<file path="src/hw/gac_pkg.sv">
package gac_pkg;

  // Interface bus width and byte width
  localparam int GAC_DATA_W = 18;
  localparam int GAC_BYTE_W = 8;

  typedef logic [GAC_BYTE_W-1:0] gac_byte_t;

  // Command codes of the three gamma setting commands
  localparam gac_byte_t GAC_CMD_POS_AMP_1 = 8'hF5;
  localparam gac_byte_t GAC_CMD_NEG_FINE_1_0 = 8'hF7;
  localparam gac_byte_t GAC_CMD_NEG_FINE_3_2 = 8'hF8;

  // Register slots, one per command
  localparam int GAC_NUM_REGS = 3;
  typedef logic [1:0] gac_idx_t;
  localparam gac_idx_t GAC_IDX_POS_AMP_1 = 2'h0;
  localparam gac_idx_t GAC_IDX_NEG_FINE_1_0 = 2'h1;
  localparam gac_idx_t GAC_IDX_NEG_FINE_3_2 = 2'h2;

  // Field positions and widths
  localparam int GAC_POS_AMP_LSB = 0;
  localparam int GAC_POS_AMP_W = 4;
  localparam int GAC_FINE_LO_LSB = 0;
  localparam int GAC_FINE_HI_LSB = 4;
  localparam int GAC_FINE_W = 3;

  // Reset values, same after power-on, hardware and software reset
  localparam gac_byte_t GAC_RST_POS_AMP_1 = 8'h00;
  localparam gac_byte_t GAC_RST_NEG_FINE_1_0 = 8'h07;
  localparam gac_byte_t GAC_RST_NEG_FINE_3_2 = 8'h22;
  localparam gac_byte_t GAC_RST_VAL [GAC_NUM_REGS] = '{GAC_RST_POS_AMP_1, GAC_RST_NEG_FINE_1_0,
                                                      GAC_RST_NEG_FINE_3_2};

  // Bits kept from each parameter byte
  localparam gac_byte_t GAC_MASK_POS_AMP = 8'h0F;
  localparam gac_byte_t GAC_MASK_NEG_FINE = 8'h77;
  localparam gac_byte_t GAC_WR_MASK [GAC_NUM_REGS] = '{GAC_MASK_POS_AMP, GAC_MASK_NEG_FINE, GAC_MASK_NEG_FINE};

  // Command decoder states
  typedef enum logic [1:0] {
    GAC_ST_IDLE = 2'b01,
    GAC_ST_PARAM = 2'b10
  } gac_state_e;

endpackage

</file>
<file path="src/hw/gac_wr_if.sv">
`timescale 1ns/1ps
interface gac_wr_if;
  import gac_pkg::*;

  // Captured write events from the pins
  logic evt;
  logic is_param;
  gac_byte_t wbyte;
  // Register write port
  logic we;
  logic swrst;
  gac_idx_t widx;
  gac_byte_t wdata;
  // Stored register words
  logic [GAC_NUM_REGS-1:0][GAC_BYTE_W-1:0] word;

  modport edge_mp (output evt, output is_param, output wbyte);
  modport core_mp (input evt, input is_param, input wbyte, input word,
                   output we, output swrst, output widx, output wdata);
  modport store_mp (input we, input swrst, input widx, input wdata, output word);
endinterface
</file>
<file path="src/hw/gac_cmd_regs.sv">
`timescale 1ns/1ps
// Functional notes
// RQ1: A command byte is taken with command/data select low and read strobe high on a rising write strobe.
// RQ2: Command F5h stores the low nibble of its parameter as the positive amplitude setting, upper bits ignored.
// RQ3: Command F7h stores D6-D4 as negative fine setting one and D2-D0 as setting zero.
// RQ4: Command F8h stores D6-D4 as negative fine setting three and D2-D0 as setting two.
// RQ5: The gamma commands are acted on only while the extension-command enable is high.
// RQ6: The gamma commands are accepted in every display, idle and sleep state.
// RQ7: After any reset the positive amplitude setting is zero.
// RQ8: After any reset negative fine setting one is zero and setting zero is seven.
// RQ9: After power-on and software reset negative fine settings three and two are each two.
// RQ10: The host sends a parameter byte with command/data select high and read strobe high on a rising write strobe.
// RQ11: Hardware reset also loads two into negative fine settings three and two.
module gac_cmd_regs #(
  parameter int DATA_W = gac_pkg::GAC_DATA_W
) (
  input wire logic clk_i,
  input wire logic rst_n_i,
  input wire logic cmd_data_select_i,
  input wire logic read_strobe_n_i,
  input wire logic write_strobe_n_i,
  input wire logic [DATA_W-1:0] data_i,
  input wire logic ext_cmd_en_i,
  input wire logic sw_reset_i,
  output logic [gac_pkg::GAC_POS_AMP_W-1:0] pos_amplitude_sel_1_o,
  output logic [gac_pkg::GAC_FINE_W-1:0] neg_fine_sel_0_o,
  output logic [gac_pkg::GAC_FINE_W-1:0] neg_fine_sel_1_o,
  output logic [gac_pkg::GAC_FINE_W-1:0] neg_fine_sel_2_o,
  output logic [gac_pkg::GAC_FINE_W-1:0] neg_fine_sel_3_o,
  output logic param_pending_o
);
  import gac_pkg::*;

  // Bus must at least carry one byte
  if (DATA_W < GAC_BYTE_W) begin : g_bad_width
    $error("DATA_W must be at least one byte");
  end

  gac_wr_if wr ();

  gac_state_e state_q, state_d;
  gac_idx_t tgt_q, tgt_d;

  // Pin capture of command and parameter bytes
  gac_wr_edge #(
    .DATA_W(DATA_W)
  ) u_edge (
    .clk_i(clk_i),
    .rst_n_i(rst_n_i),
    .write_strobe_n_i(write_strobe_n_i),
    .read_strobe_n_i(read_strobe_n_i),
    .cmd_data_select_i(cmd_data_select_i),
    .data_i(data_i),
    .wr(wr.edge_mp)
  );

  // Gamma setting registers
  gac_reg_store u_store (
    .clk_i(clk_i),
    .rst_n_i(rst_n_i),
    .st(wr.store_mp)
  );

  // Command decode: any command byte ends a pending parameter wait
  always_comb begin
    state_d = state_q;
    tgt_d = tgt_q;
    wr.we = 1'b0;
    wr.widx = tgt_q;
    wr.wdata = wr.wbyte;
    wr.swrst = sw_reset_i;
    // No display or sleep state gates the decoder [RQ6]
    if (wr.evt) begin
      if (!wr.is_param) begin
        state_d = GAC_ST_IDLE; // [RQ1]
        if (ext_cmd_en_i) begin // [RQ5]
          unique case (wr.wbyte)
            GAC_CMD_POS_AMP_1: begin
              state_d = GAC_ST_PARAM; // [RQ2]
              tgt_d = GAC_IDX_POS_AMP_1;
            end
            GAC_CMD_NEG_FINE_1_0: begin
              state_d = GAC_ST_PARAM; // [RQ3]
              tgt_d = GAC_IDX_NEG_FINE_1_0;
            end
            GAC_CMD_NEG_FINE_3_2: begin
              state_d = GAC_ST_PARAM; // [RQ4]
              tgt_d = GAC_IDX_NEG_FINE_3_2;
            end
            default: begin
              state_d = GAC_ST_IDLE;
            end
          endcase
        end
      end else if (state_q == GAC_ST_PARAM) begin
        // First parameter only; later ones are ignored
        wr.we = 1'b1; // [RQ10]
        state_d = GAC_ST_IDLE;
      end
    end
    if (sw_reset_i) begin
      state_d = GAC_ST_IDLE;
      wr.we = 1'b0;
    end
  end

  // Decoder state registers
  always_ff @(posedge clk_i or negedge rst_n_i) begin
    if (!rst_n_i) begin
      state_q <= GAC_ST_IDLE;
      tgt_q <= GAC_IDX_POS_AMP_1;
    end else begin
      state_q <= state_d;
      tgt_q <= tgt_d;
    end
  end

  // Setting outputs straight from the stored words
  assign pos_amplitude_sel_1_o = wr.word[GAC_IDX_POS_AMP_1][GAC_POS_AMP_LSB +: GAC_POS_AMP_W];
  assign neg_fine_sel_0_o = wr.word[GAC_IDX_NEG_FINE_1_0][GAC_FINE_LO_LSB +: GAC_FINE_W];
  assign neg_fine_sel_1_o = wr.word[GAC_IDX_NEG_FINE_1_0][GAC_FINE_HI_LSB +: GAC_FINE_W];
  assign neg_fine_sel_2_o = wr.word[GAC_IDX_NEG_FINE_3_2][GAC_FINE_LO_LSB +: GAC_FINE_W];
  assign neg_fine_sel_3_o = wr.word[GAC_IDX_NEG_FINE_3_2][GAC_FINE_HI_LSB +: GAC_FINE_W];
  assign param_pending_o = (state_q == GAC_ST_PARAM);
endmodule

</file>
<file path="src/hw/gac_reg_store.sv">
`timescale 1ns/1ps
module gac_reg_store (
  input wire logic clk_i,
  input wire logic rst_n_i,
  gac_wr_if.store_mp st
);
  import gac_pkg::*;

  // One register per command, reset to its own default
  for (genvar i = 0; i < GAC_NUM_REGS; i++) begin : g_reg
    gac_byte_t word_q, word_d;

    // Software reset wins over a write in the same cycle
    always_comb begin
      word_d = word_q;
      if (st.swrst) begin
        word_d = GAC_RST_VAL[i]; // [RQ7] [RQ8] [RQ9]
      end else if (st.we && (st.widx == gac_idx_t'(i))) begin
        word_d = st.wdata & GAC_WR_MASK[i]; // [RQ2] [RQ3] [RQ4]
      end
    end

    always_ff @(posedge clk_i or negedge rst_n_i) begin
      if (!rst_n_i) begin
        word_q <= GAC_RST_VAL[i]; // [RQ7] [RQ8] [RQ11]
      end else begin
        word_q <= word_d;
      end
    end

    assign st.word[i] = word_q;
  end
endmodule

</file>
<file path="src/hw/gac_wr_edge.sv">
`timescale 1ns/1ps
module gac_wr_edge #(
  parameter int DATA_W = gac_pkg::GAC_DATA_W
) (
  input wire logic clk_i,
  input wire logic rst_n_i,
  input wire logic write_strobe_n_i,
  input wire logic read_strobe_n_i,
  input wire logic cmd_data_select_i,
  input wire logic [DATA_W-1:0] data_i,
  gac_wr_if.edge_mp wr
);
  import gac_pkg::*;

  // Bus must at least carry one byte
  if (DATA_W < GAC_BYTE_W) begin : g_bad_width
    $error("DATA_W must be at least one byte");
  end

  logic strobe_q, strobe_d;
  logic evt_q, evt_d;
  logic is_param_q, is_param_d;
  gac_byte_t byte_q, byte_d;

  // Rising write strobe with read strobe idle captures the low byte
  always_comb begin
    strobe_d = write_strobe_n_i;
    evt_d = write_strobe_n_i & ~strobe_q & read_strobe_n_i; // [RQ1]
    is_param_d = is_param_q;
    byte_d = byte_q;
    if (evt_d) begin
      is_param_d = cmd_data_select_i;
      byte_d = data_i[GAC_BYTE_W-1:0]; // upper lines ignored
    end
  end

  // Idle strobe level is high
  always_ff @(posedge clk_i or negedge rst_n_i) begin
    if (!rst_n_i) begin
      strobe_q <= 1'b1;
      evt_q <= 1'b0;
      is_param_q <= 1'b0;
      byte_q <= 8'h00;
    end else begin
      strobe_q <= strobe_d;
      evt_q <= evt_d;
      is_param_q <= is_param_d;
      byte_q <= byte_d;
    end
  end

  assign wr.evt = evt_q;
  assign wr.is_param = is_param_q;
  assign wr.wbyte = byte_q;
endmodule

</file>
<file path="config.mk">
export PLATFORM = sky130hd
export DESIGN_NAME = gac_cmd_regs
export DESIGN_NICKNAME = d
export VERILOG_FILES = /design/src/hw/gac_pkg.sv /design/src/hw/gac_wr_if.sv /design/src/hw/gac_cmd_regs.sv /design/src/hw/gac_reg_store.sv /design/src/hw/gac_wr_edge.sv
export SDC_FILE = /design/constraint.sdc
export NUM_CORES = 1
export LEC_CHECK = 0
export CAP_MARGIN = 20
export CORE_ASPECT_RATIO = 0.9
export CORE_MARGIN = 4
export CORE_UTILIZATION = 60
export DETAILED_ROUTE_END_ITERATION = 8
export DONT_BUFFER_PORTS = 1
export PLACE_DENSITY = 0.79
export SETUP_SLACK_MARGIN = 0.15
export SLEW_MARGIN = 5
export SYNTH_ARGS = -nofsm -noshare
export SYNTH_HDL_FRONTEND = slang
export SYNTH_SLANG_ARGS = --single-unit
</file>
<file path="constraint.sdc">
create_clock -name clk_i -period 2.29 [get_ports clk_i]
set_clock_uncertainty 0.2 [all_clocks]
set_input_delay 0 -clock clk_i [delete_from_list [all_inputs] [get_ports clk_i]]
set_output_delay 0 -clock clk_i [all_outputs]
set_load 0.05 [all_outputs]
</file>
# Word level (Yosys, flattened, before mapping)
# Cells that the tools add are included.
[word_totals]
wordCells = 49
register_bits = 33
out_inout_bits = 17
[op_classes]
n_reduce_logical = 12
n_bitwise = 4
n_mux = 17
eq_ne = 7
[op_table]
columns = ["cell", "n"]
rows = [
  ["$mux W7", 4],
  ["$eq A8 B8 Y1 const B", 3],
  ["$mux W2", 6],
  ["$mux W4", 2],
  ["$reduce_bool A2 Y1", 4],
  ["$pmux W2 S3", 1],
  ["$eq A2 B2 Y1 const B", 2],
  ["$mux W1", 4],
  ["$reduce_and A4 Y1", 1],
  ["$logic_and A1 B1 Y1", 3],
  ["$ne A3 B3 Y1 const B", 1],
  ["$reduce_bool A3 Y1", 1],
  ["$reduce_or A3 Y1", 1],
  ["$and A1 B1 Y1", 2],
  ["$eq A2 B1 Y1 const B", 1],
  ["$logic_not A2 Y1", 1],
  ["$not A1 Y1", 2],
  ["$reduce_and A2 Y1", 1],
]

# Depth between registers and ports, before layout
# Gate-level depths: netlist (run 1).
[depth]
depth_word = 8
mapped_depth = 4

# By module
# From an unflattened synthesis (run 1), not the netlist that was laid out.
[unflattened]
cells_unflattened = 122
area_unflattened_um2 = 1545.2
[modules_own_cells]
columns = ["mod", "cells_each", "area_each_um2", "instances"]
rows = [
  ["gac_reg_store", 77, 845.8, 1],
  ["gac_wr_edge", 23, 446.7, 1],
  ["gac_cmd_regs", 22, 252.7, 1],
]

# Worst setup path after synthesis (run 1)
# Ideal clock, no wire load.
[synth_timing]
kind = "reg2reg"
start = "register u_edge.byte_q[0], in the netlist u_edge.wr.wbyte[0]"
end = "register tgt_q[0]"
period_less_slack_ps = 1915
setup_time_ps = 125
path_buffers = 0
arrival_time_ps = 1590
required_ps = 1965
stages_incl_launch_ff = 4
path_slack_ps = 375
cell_sequence = "dfrtp_1 or4b_4 a211oi_4 mux2_4"
[synth_via]
elab_chain_len = 3
word_cells_on_any_way = 6
classes_between = "eq/ne (3); mux (1); reduce/logical (2)"
[synth_lines]
columns = ["item", "line", "text"]
rows = [
  ["from (decl)", "gac_wr_edge.sv:23", "gac_byte_t byte_q, byte_d;"],
  ["from (signal assigned)", "gac_wr_edge.sv:48", "byte_q <= byte_d;"],
  ["$eq A8 B8 Y1", "gac_cmd_regs.sv:77", "unique case (wr.wbyte)"],
  ["$reduce_bool A3 Y1 (no source line)", "n/a", ""],
  ["$reduce_and A4 Y1 (no source line)", "n/a", ""],
  ["to (signal assigned)", "gac_cmd_regs.sv:114", "tgt_q <= tgt_d;"],
  ["to (decl)", "gac_cmd_regs.sv:42", "gac_idx_t tgt_q, tgt_d;"],
]
# Several ways; a longest one is shown, not always the timed one.
# A chain may end at the register's enable or synchronous reset.

# Worst setup path in the final report (run 1)
# Same ends and word-level chain as after synthesis.

==> impl_metrics.ini, run 1 <==
[run_status]
outcome = finished, final reports clean

[critical_path]
cp_data_required_time_ps = 2300
worstSetupEndpointType = register
crit_path_max_fanout = 6
worstPathBufferInverterCount = 0
start_kind = register
path_delay_family = simple AND/OR/NAND/NOR gates
critical_path.slowest_cell = or4b_4
critical_path.max_stage_delay_ps = 590
critical_path_arrival_ps = 2050
critical_path.cell_chain = or4b_4 > a211oi_4 > mux2_4
critical_path_class = register to register

[global_route]
global_route_usage_sum_pct = 21.1
maximum_number_of_pins_on_one_net_before_global_route_repair = 25
grt_pass1_vias = 1023
initial_antenna_violation_count = 0
global_route.overflow_total = 0
grt_pass1_wl_mm = 4.76

[placement]
port-buffer-count = 0
place_hpwl_mm = 1.90
dp_slack_ps = 266
finalWeightedCongestion = 0.846

[final_layout]
fillCellCount = 148
area_growth_pct = 19.4
diode_count = 0
num-nets-final = 162
layout-drive-gt1-share_pct = 23.4

[routing]
wl_per_cell_um = 17.5
initialDrtViolationCount = 34
viasPerCell = 6.04
route.detailed.drc = 0
routed-via-count = 991
firstDrtPassIters = 5
wirelength_mm = 2.87
drtAntennaViolNets = 0

[synth]
synth.most_common_cell = dfrtp_1
synthesis.nets = 141
synth_cell_type_count = 33
postSynthAreaPerCell_sq_um = 12.0
synth_top_area_share_pct = 43.2
synth_enable_flop_cells = 0
synth_seq_cells = 31
syn-cell-area_sq_mm = 0.00139
synth_async_sr_flop_share_pct = 100
ys_warn_count = 0
ys_top_cells_by_count = dfrtp_1 (24), nand3_1 (11), o21ai_0 (10)
ys_seq_area_share_pct = 56.4
netlist_instances = 116
synthTopCellsByArea = dfrtp_1 (43%), dfstp_2 (13%), mux2_2 (7.3%)
postSynth.topFlopCell = dfrtp_1
synth_top_cell_by_area = dfrtp_1

[die]
chipWidth_um = 58.8
io_pins = 42
die_area_sq_mm = 0.00315
chipHeight_um = 53.7
initial_utilization_pct = 63.2
floorplan.core_area_sq_mm = 0.00220
std_cell_rows = 16

[timing]
setup_viol_count_final = 0
final-max-slew-violation-count = 0
timing_worst_slew_pin_value_ps = 673
hold-worst-slack_ps = 34.9
layout_setup_ws_ps = 252
setup_total_negative_slack_ps = 0
max_clock_freq_mhz = 491
slew-limit-headroom_pct = 55.0
unrepaired_setup_endpoints_after_global_routing = false
fin_crit_ps = 2040
final-hold-violation-count = 0
fin_crit_sh_pct = 89.0

[clocking]
tritoncts.num_buffers = 5
post-cts-setup-buffer-count = 0
clkLatencyLatePin_ps = 320
clkSinkCount = 31
cts.repair.resized = 0
tritoncts = done
h-tree-depth = 2
cts.path.max_buffers = 2
ctsRootBufferMaster = clkbuf_4
clk_pin_slew_ps = 90

[power_and_ir_drop]
cellPowerDensity_mw_per_mm2 = 626
totalPowerFinal_uw = 1040
static-leakage-power_uw = 0.000707
ir_drop_uv = 521

[flow_run]
maxCapViolCount = 0

[min_path]
hold_path_class = input port to register
==> metal layers <==
layer	GRT usage [%]	vias to the layer above	part of all wire, %
met2	34.9	34	50
li1	-	465	-
met1	25.1	488	41
met3	7.43	4	7.5
met5	0	-	0
met4	8.68	0	1.1
==> placed cells by master, fill, tap and decap left out, types with 2 or more instances in the layout <==
master,n
dfrtp_1,24
dlygate4sd3_1,15
nand3_1,11
o21ai_0,10
mux2_2,9
a21oi_1,9
dfstp_2,7
nand3b_1,5
clkbuf_4,5
nor2b_1,3
inv_1,3
nand2_1,3
a211o_1,3
mux2_1,2
nand4b_1,2
nand2b_1,2
mux2i_1,2
buf_4,2
==> cells by family after synthesis <==
kind of cell / synth area share (%)
AO/OA/AOI/OAI: 12.0
buffers and inverters: 2.25
multiplexers: 11.4
AND/OR/NAND/NOR: 18.0
flip-flops: 56.4
==> cell type report <==
cell class / count / area, sq um / share of cell area (%)
sequential: 31 / 785 / 47.2
tap: 27 / 33.8 / 2.03
clock buffer: 6 / 51.3 / 3.09
clock inverter: 1 / 5.00 / 0.301
inverter: 3 / 11.3 / 0.678
multi-input combinational: 77 / 576 / 34.6
timing repair buffer: 19 / 200 / 12.0
==> worst reg2reg max path, stage by stage (launching register included) <==
cell and delay, ps:
dfrtp_1 460, or4b_4 590, a211oi_4 360, mux2_4 330
==> registers in the layout, summed over array words and instances (netlist names) <==
register	cells
state_q	2
tgt_q	2
u_edge.strobe_q	1
u_edge.wr.evt	1
u_edge.wr.is_param	1
u_edge.wr.wbyte	8
u_store.g.word_q	16
==> where the power goes <==
group / internal [uW] / switching, uW / total (uW)
Combinational: 61.0 / 41.9 / 103
Sequential: 581 / 43.8 / 624
Clock: 142 / 170 / 312
Total: 784 / 256 / 1040
==> per-stage QoR <==
step	instance area (sq um)	util, %	std cells
after floorplan	1390	-	116
after global placement	1420	64.5	140
after detailed placement	1420	64.5	140
after CTS	1650	74.8	163
after global routing	1660	75.5	164
final	1660	75.5	164
==> repair_timing <==
| item | in CTS | in global routing |
|---|---|---|
| endpoints found under the hold margin | 62 | 0 |
| hold buffers | 16 | 0 |
| setup endpoints to repair | 0 | 0 |
==> worst paths after layout <==
| path | slack [ps] | depth (start not counted) | endpoint | start |
|---|---|---|---|---|
| hold reg to reg | 340 | 1 | u_store.g_reg[0].word_q[3]$_DFFE_PN0P_ | u_edge.wr.wbyte[3]$_DFFE_PN0P_ |
| hold / removal | 30 | 1 | u_edge.strobe_q$_DFF_PN1_ | write_strobe_n_i |
| min in group asynchronous | 40 | 2 | state_q[0]$_DFFE_PN1P_ | rst_n_i |
| max in group asynchronous | 840 | 4 | u_edge.wr.wbyte[5]$_DFFE_PN0P_ | rst_n_i |
| setup reg to reg | 250 | 3 | tgt_q[0]$_DFFE_PN0P_ | u_edge.wr.wbyte[0]$_DFFE_PN0P_ |
| setup / recovery | 250 | 3 | tgt_q[0]$_DFFE_PN0P_ | u_edge.wr.wbyte[0]$_DFFE_PN0P_ |
No activity file was read; power rests on OpenSTA's default activity.
==> run 2, diff against run 1 <==
--- a/config.mk
+++ b/config.mk
@@ -8,10 +8,10 @@
 export CAP_MARGIN = 20
 export CORE_ASPECT_RATIO = 0.9
 export CORE_MARGIN = 4
-export CORE_UTILIZATION = 60
+export CORE_UTILIZATION = 61
 export DETAILED_ROUTE_END_ITERATION = 8
 export DONT_BUFFER_PORTS = 1
-export PLACE_DENSITY = 0.79
+export PLACE_DENSITY = 0.8
 export SETUP_SLACK_MARGIN = 0.15
 export SLEW_MARGIN = 5
 export SYNTH_ARGS = -nofsm -noshare
==> impl_metrics.ini, run 2 (same netlist as run 1, synthesis figures left out) <==
[clocking]
ctsRootBufferMaster = clkbuf_4
clkSinkCount = 31
tritoncts = done
clk_pin_slew_ps = 100
tritoncts.num_buffers = 5
h-tree-depth = 2
cts.path.max_buffers = 2
cts.repair.resized = 0
clkLatencyLatePin_ps = 330

[die]
io_pins = 42
chipWidth_um = 58.3
initial_utilization_pct = 63.8
chipHeight_um = 53.3
floorplan.core_area_sq_mm = 0.00218
std_cell_rows = 16
die_area_sq_mm = 0.00311

[power_and_ir_drop]
ir_drop_uv = 623
totalPowerFinal_uw = 1060
cellPowerDensity_mw_per_mm2 = 638
static-leakage-power_uw = 0.000708

[critical_path]
regToRegEndpoint = tgt_q[0]$_DFFE_PN0P_
critical_path_arrival_ps = 2090
critical_path.cell_chain = or4b_4 > a211oi_4 > mux2_4
critical_path.max_stage_delay_ps = 590
r2r_setup_slack_ps = 210
worstRegToRegCells = 3
worstReg2RegStart = u_edge.wr.wbyte[0]$_DFFE_PN0P_
critical_path_class = register to register
start_kind = register
cp_data_required_time_ps = 2300
critical_path.slowest_cell = or4b_4
crit_path_max_fanout = 6
worstSetupEndpointType = register

[final_layout]
finish.utilization_pct = 76.3
diode_count = 0
area_growth_pct = 19.7
layout-drive-gt1-share_pct = 23.2
largest_register_ffs = 16
leading_cell_type_in_the_layout_fill_and_taps_excluded = dfrtp_1
final_cell_count_no_fill = 165
num-nets-final = 162
most_flops_register = u_store.g.word_q
mostFrequentLayoutCells = dfrtp_1 (24), dlygate4sd3_1 (15), nand3_1 (11)

[run_status]
outcome = finished, final reports clean

[routing]
viasPerCell = 6.31
initialDrtViolationCount = 35
routed-via-count = 1041
drtAntennaViolNets = 0
wl_per_cell_um = 18.6
firstDrtPassIters = 4
route.detailed.drc = 0
wirelength_mm = 3.07

[global_route]
grt_pass1_wl_mm = 4.80
global_route.overflow_total = 0
initial_antenna_violation_count = 0
grt_pass1_vias = 1064
global_route_usage_sum_pct = 21.1
maximum_number_of_pins_on_one_net_before_global_route_repair = 25

[timing]
setup_viol_count_final = 0
fin_crit_ps = 2080
max_clock_freq_mhz = 481
setup_total_negative_slack_ps = 0
unrepaired_setup_endpoints_after_global_routing = false
timing_worst_slew_pin_value_ps = 697
final-hold-violation-count = 0
layout_setup_ws_ps = 210
slew-limit-headroom_pct = 53.4
fin_crit_sh_pct = 90.8
final-max-slew-violation-count = 0

[flow_run]
maxCapViolCount = 0

[placement]
place_hpwl_mm = 1.99
port-buffer-count = 0
finalWeightedCongestion = 0.846
numPlacedInstances = 140
dp_slack_ps = 254

[min_path]
hold_path_class = input port to async pin
[run 2: cell types whose count changed in the layout (fill, tap and decap cells not counted)]
cell	delta
clkbuf_1	+1
[run 2: metal layers]
layer / wire [um] / up-vias / track usage (%)
li1: - / 467 / -
met1: 1170 / 510 / 23.2
met2: 1520 / 55 / 36.6
met3: 280 / 9 / 7.80
met4: 101 / 0 / 8.49
met5: 0 / - / 0
[run 2: cell type report]
class,instances,area [sq um]
well taps,27,33.8
flip-flops and latches,31,785
multi-input cells,77,576
clock inverters,1,5.00
repair buffers,19,200
clock buffers,7,55.1
fillers,149,517
inverters,3,11.3
[run 2: worst max-delay path by stage]
stage	end	depth (start not counted)	start	slack [ps]
3_5_place_dp	tgt_q[0]$_DFFE_PN0P_	3	u_edge.wr.wbyte[0]$_DFFE_PN0P_	250
6_report	tgt_q[0]$_DFFE_PN0P_	3	u_edge.wr.wbyte[0]$_DFFE_PN0P_	210
3_3_place_gp	tgt_q[0]$_DFFE_PN0P_	3	u_edge.wr.wbyte[0]$_DFFE_PN0P_	280
5_1_grt	tgt_q[0]$_DFFE_PN0P_	3	u_edge.wr.wbyte[0]$_DFFE_PN0P_	170
4_1_cts	tgt_q[0]$_DFFE_PN0P_	3	u_edge.wr.wbyte[0]$_DFFE_PN0P_	230
2_1_floorplan	tgt_q[0]$_DFFE_PN0P_	3	u_edge.wr.wbyte[0]$_DFFE_PN0P_	380
[run 2: worst max-delay path: cells and delay by family (launching register included)]
kind,cells,cell delay [ps]
flip-flops,1,480
multiplexers,1,330
AND/OR/NAND/NOR,1,590
AO/OA/AOI/OAI,1,350
[run 2: power by group]
part | internal [uW] | switching (uW)
Sequential | 581 | 46.4
Clock | 149 | 181
Combinational | 61.2 | 45.2
[run 2: what timing repair did]
action	CTS	global route
endpoints found under the hold margin	62	0
endpoints found under the setup margin	0	0
buffers inserted	0	0
hold buffers	16	0
[run 2: per-stage QoR]
step           cell area [sq um]  hold WS [ps]
6_report                    1670          27.0
5_1_grt                     1670          28.7
4_1_cts                     1650          26.5
3_5_place_dp                1420          -495
3_3_place_gp                1420          -495
2_1_floorplan               1390          -496
==> run 3, diff against run 2 <==
==> constraint.sdc (replaced) <==
create_clock -name clk_i -period 2.29 [get_ports clk_i]
set_clock_uncertainty 0.2 [all_clocks]
set_input_delay 0.458 -clock clk_i [delete_from_list [all_inputs] [get_ports clk_i]]
set_output_delay 0.458 -clock clk_i [all_outputs]
set_load 0.05 [all_outputs]
==> impl_metrics.ini, run 3 (same netlist as run 1, synthesis figures left out) <==
[run_status]
outcome = finished, final reports clean

[global_route]
global_route.overflow_total = 0
global_route_usage_sum_pct = 20.7
grt_pass1_vias = 1005
grt_pass1_wl_mm = 4.71
initial_antenna_violation_count = 0
maximum_number_of_pins_on_one_net_before_global_route_repair = 32

[power_and_ir_drop]
ir_drop_uv = 626
p_sw_uw = 251
cell_internal_pwr_uw = 745
cellPowerDensity_mw_per_mm2 = 656
static-leakage-power_uw = 0.000645
pwr-share-clk_pct = 28.9
seq_power_share_pct = 62.9
swShare_pct = 25.2
share_of_power_burned_in_combinational_logic_pct = 8.2

[placement]
finalWeightedCongestion = 0.850
numPlacedInstances = 140
place_hpwl_mm = 2.05
dp_slack_ps = 254
port-buffer-count = 0

[die]
floorplan.core_area_sq_mm = 0.00218
die_area_sq_mm = 0.00311
io_pins = 42
chipWidth_um = 58.3
std_cell_rows = 16
initial_utilization_pct = 63.8
chipHeight_um = 53.3

[final_layout]
most_flops_register = u_store.g.word_q
mostFrequentLayoutCells = dfrtp_1 (24), nand3_1 (11), o21ai_0 (10)
area_growth_pct = 9.26
largest_register_ffs = 16
leading_cell_type_in_the_layout_fill_and_taps_excluded = dfrtp_1
num-nets-final = 149
final_cell_count_no_fill = 152
layout-drive-gt1-share_pct = 24.0
diode_count = 0

[clocking]
ctsRootBufferMaster = clkbuf_4
tritoncts.num_buffers = 5
cts.repair.resized = 0
h-tree-depth = 2
tritoncts = done
cts.path.max_buffers = 2
clk_pin_slew_ps = 90
clkLatencyLatePin_ps = 320
clkSinkCount = 31

[routing]
max_used_layer = met4
wl_met3_um = 222
firstDrtPassIters = 4
routed-via-count = 930
m1WireLength_mm = 1.12
wl_per_cell_um = 18.4
wirelength_mm = 2.79
initialDrtViolationCount = 16
drtAntennaViolNets = 0
route.detailed.drc = 0
viasPerCell = 6.12
detailroute.wirelength.met2_mm = 1.39

[timing]
layout_setup_ws_ps = 243
unrepaired_setup_endpoints_after_global_routing = false
setup_total_negative_slack_ps = 0
final-max-slew-violation-count = 0
timing_worst_slew_pin_value_ps = 495
max_clock_freq_mhz = 488
setup_viol_count_final = 0
fin_crit_sh_pct = 89.4
final-hold-violation-count = 0
fin_crit_ps = 2050
slew-limit-headroom_pct = 67.0

[flow_run]
maxCapViolCount = 0

[min_path]
hold_path_class = input port to register

[critical_path]
crit_path_max_fanout = 6
worstSetupEndpointType = register
critical_path_arrival_ps = 2060
cp_data_required_time_ps = 2300
start_kind = register
critical_path_class = register to register
run 3: cell count changes in the layout (fill, tap and decap cells not counted), sizes merged:
cell	previous run	this run
dlygate4sd3	15	3
buf	4	3
run 3: timing repair:
item | CTS | global route
hold endpoints to repair | 39 | 0
hold buffers | 4 | 0
buffers inserted | 0 | 0
run 3: area by class of cell:
class / count / area, sq um
Inverter: 3 / 11.3
Multi-Input combinational cell: 77 / 576
Timing Repair Buffer: 6 / 65.1
Clock inverter: 1 / 5.00
Fill cell: 171 / 662
Tap cell: 27 / 33.8
Sequential cell: 31 / 785
Clock buffer: 7 / 45.0
run 3: power by group through the flow:
stage	Combinational (uW)	Clock (uW)	Sequential (uW)
finish	81.9	288	627
CTS	83.3	300	625
global placement	59.2	0	630
floorplan	59.1	0	616
global route	91.5	329	631
detailed placement	63.0	0	636
run 3: metal layers:
layer  global-route usage (%)  vias to the layer above
met5                        0                        -
met1                     24.1                      454
met3                     10.2                        6
li1                         -                      437
met2                     33.3                       33
met4                     6.56                        0
run 3: final timing paths:
path | startpoint | endpoint | slack (ps) | cells after the start
worst max-delay path | u_edge.wr.wbyte[0]$_DFFE_PN0P_ | tgt_q[0]$_DFFE_PN0P_ | 240 | 3
worst min register to register | u_edge.wr.wbyte[7]$_DFFE_PN0P_ | u_edge.wr.wbyte[7]$_DFFE_PN0P_ | 330 | 1
worst min-delay path | sw_reset_i | u_store.g_reg[2].word_q[2]$_DFFE_PN0P_ | 30 | 1
min in group asynchronous | rst_n_i | u_store.g_reg[1].word_q[5]$_DFFE_PN0P_ | 380 | 2
max in group asynchronous | rst_n_i | u_edge.strobe_q$_DFF_PN1_ | 1280 | 2
worst max register to register | u_edge.wr.wbyte[0]$_DFFE_PN0P_ | tgt_q[0]$_DFFE_PN0P_ | 240 | 3
run 3: per-stage QoR:
| stage | total power (uW) | hold WS, ps | instance area (sq um) | utilization [%] |
|---|---|---|---|---|
| after detailed placement | 699 | -36.9 | 1420 | 65.1 |
| after CTS | 1010 | 14.2 | 1520 | 69.7 |
| after global placement | 690 | -36.6 | 1420 | 65.1 |
| after global routing | 1050 | 7.76 | 1520 | 69.7 |
| after floorplan | 675 | -37.6 | 1390 | - |
| final | 997 | 26.6 | 1520 | 69.7 |
run 3: critical path, cell delays in order, from the launching register on:
cell      delay (ps)
dfrtp_1          460
or4b_4           590
a211oi_4         350
mux2_4           330
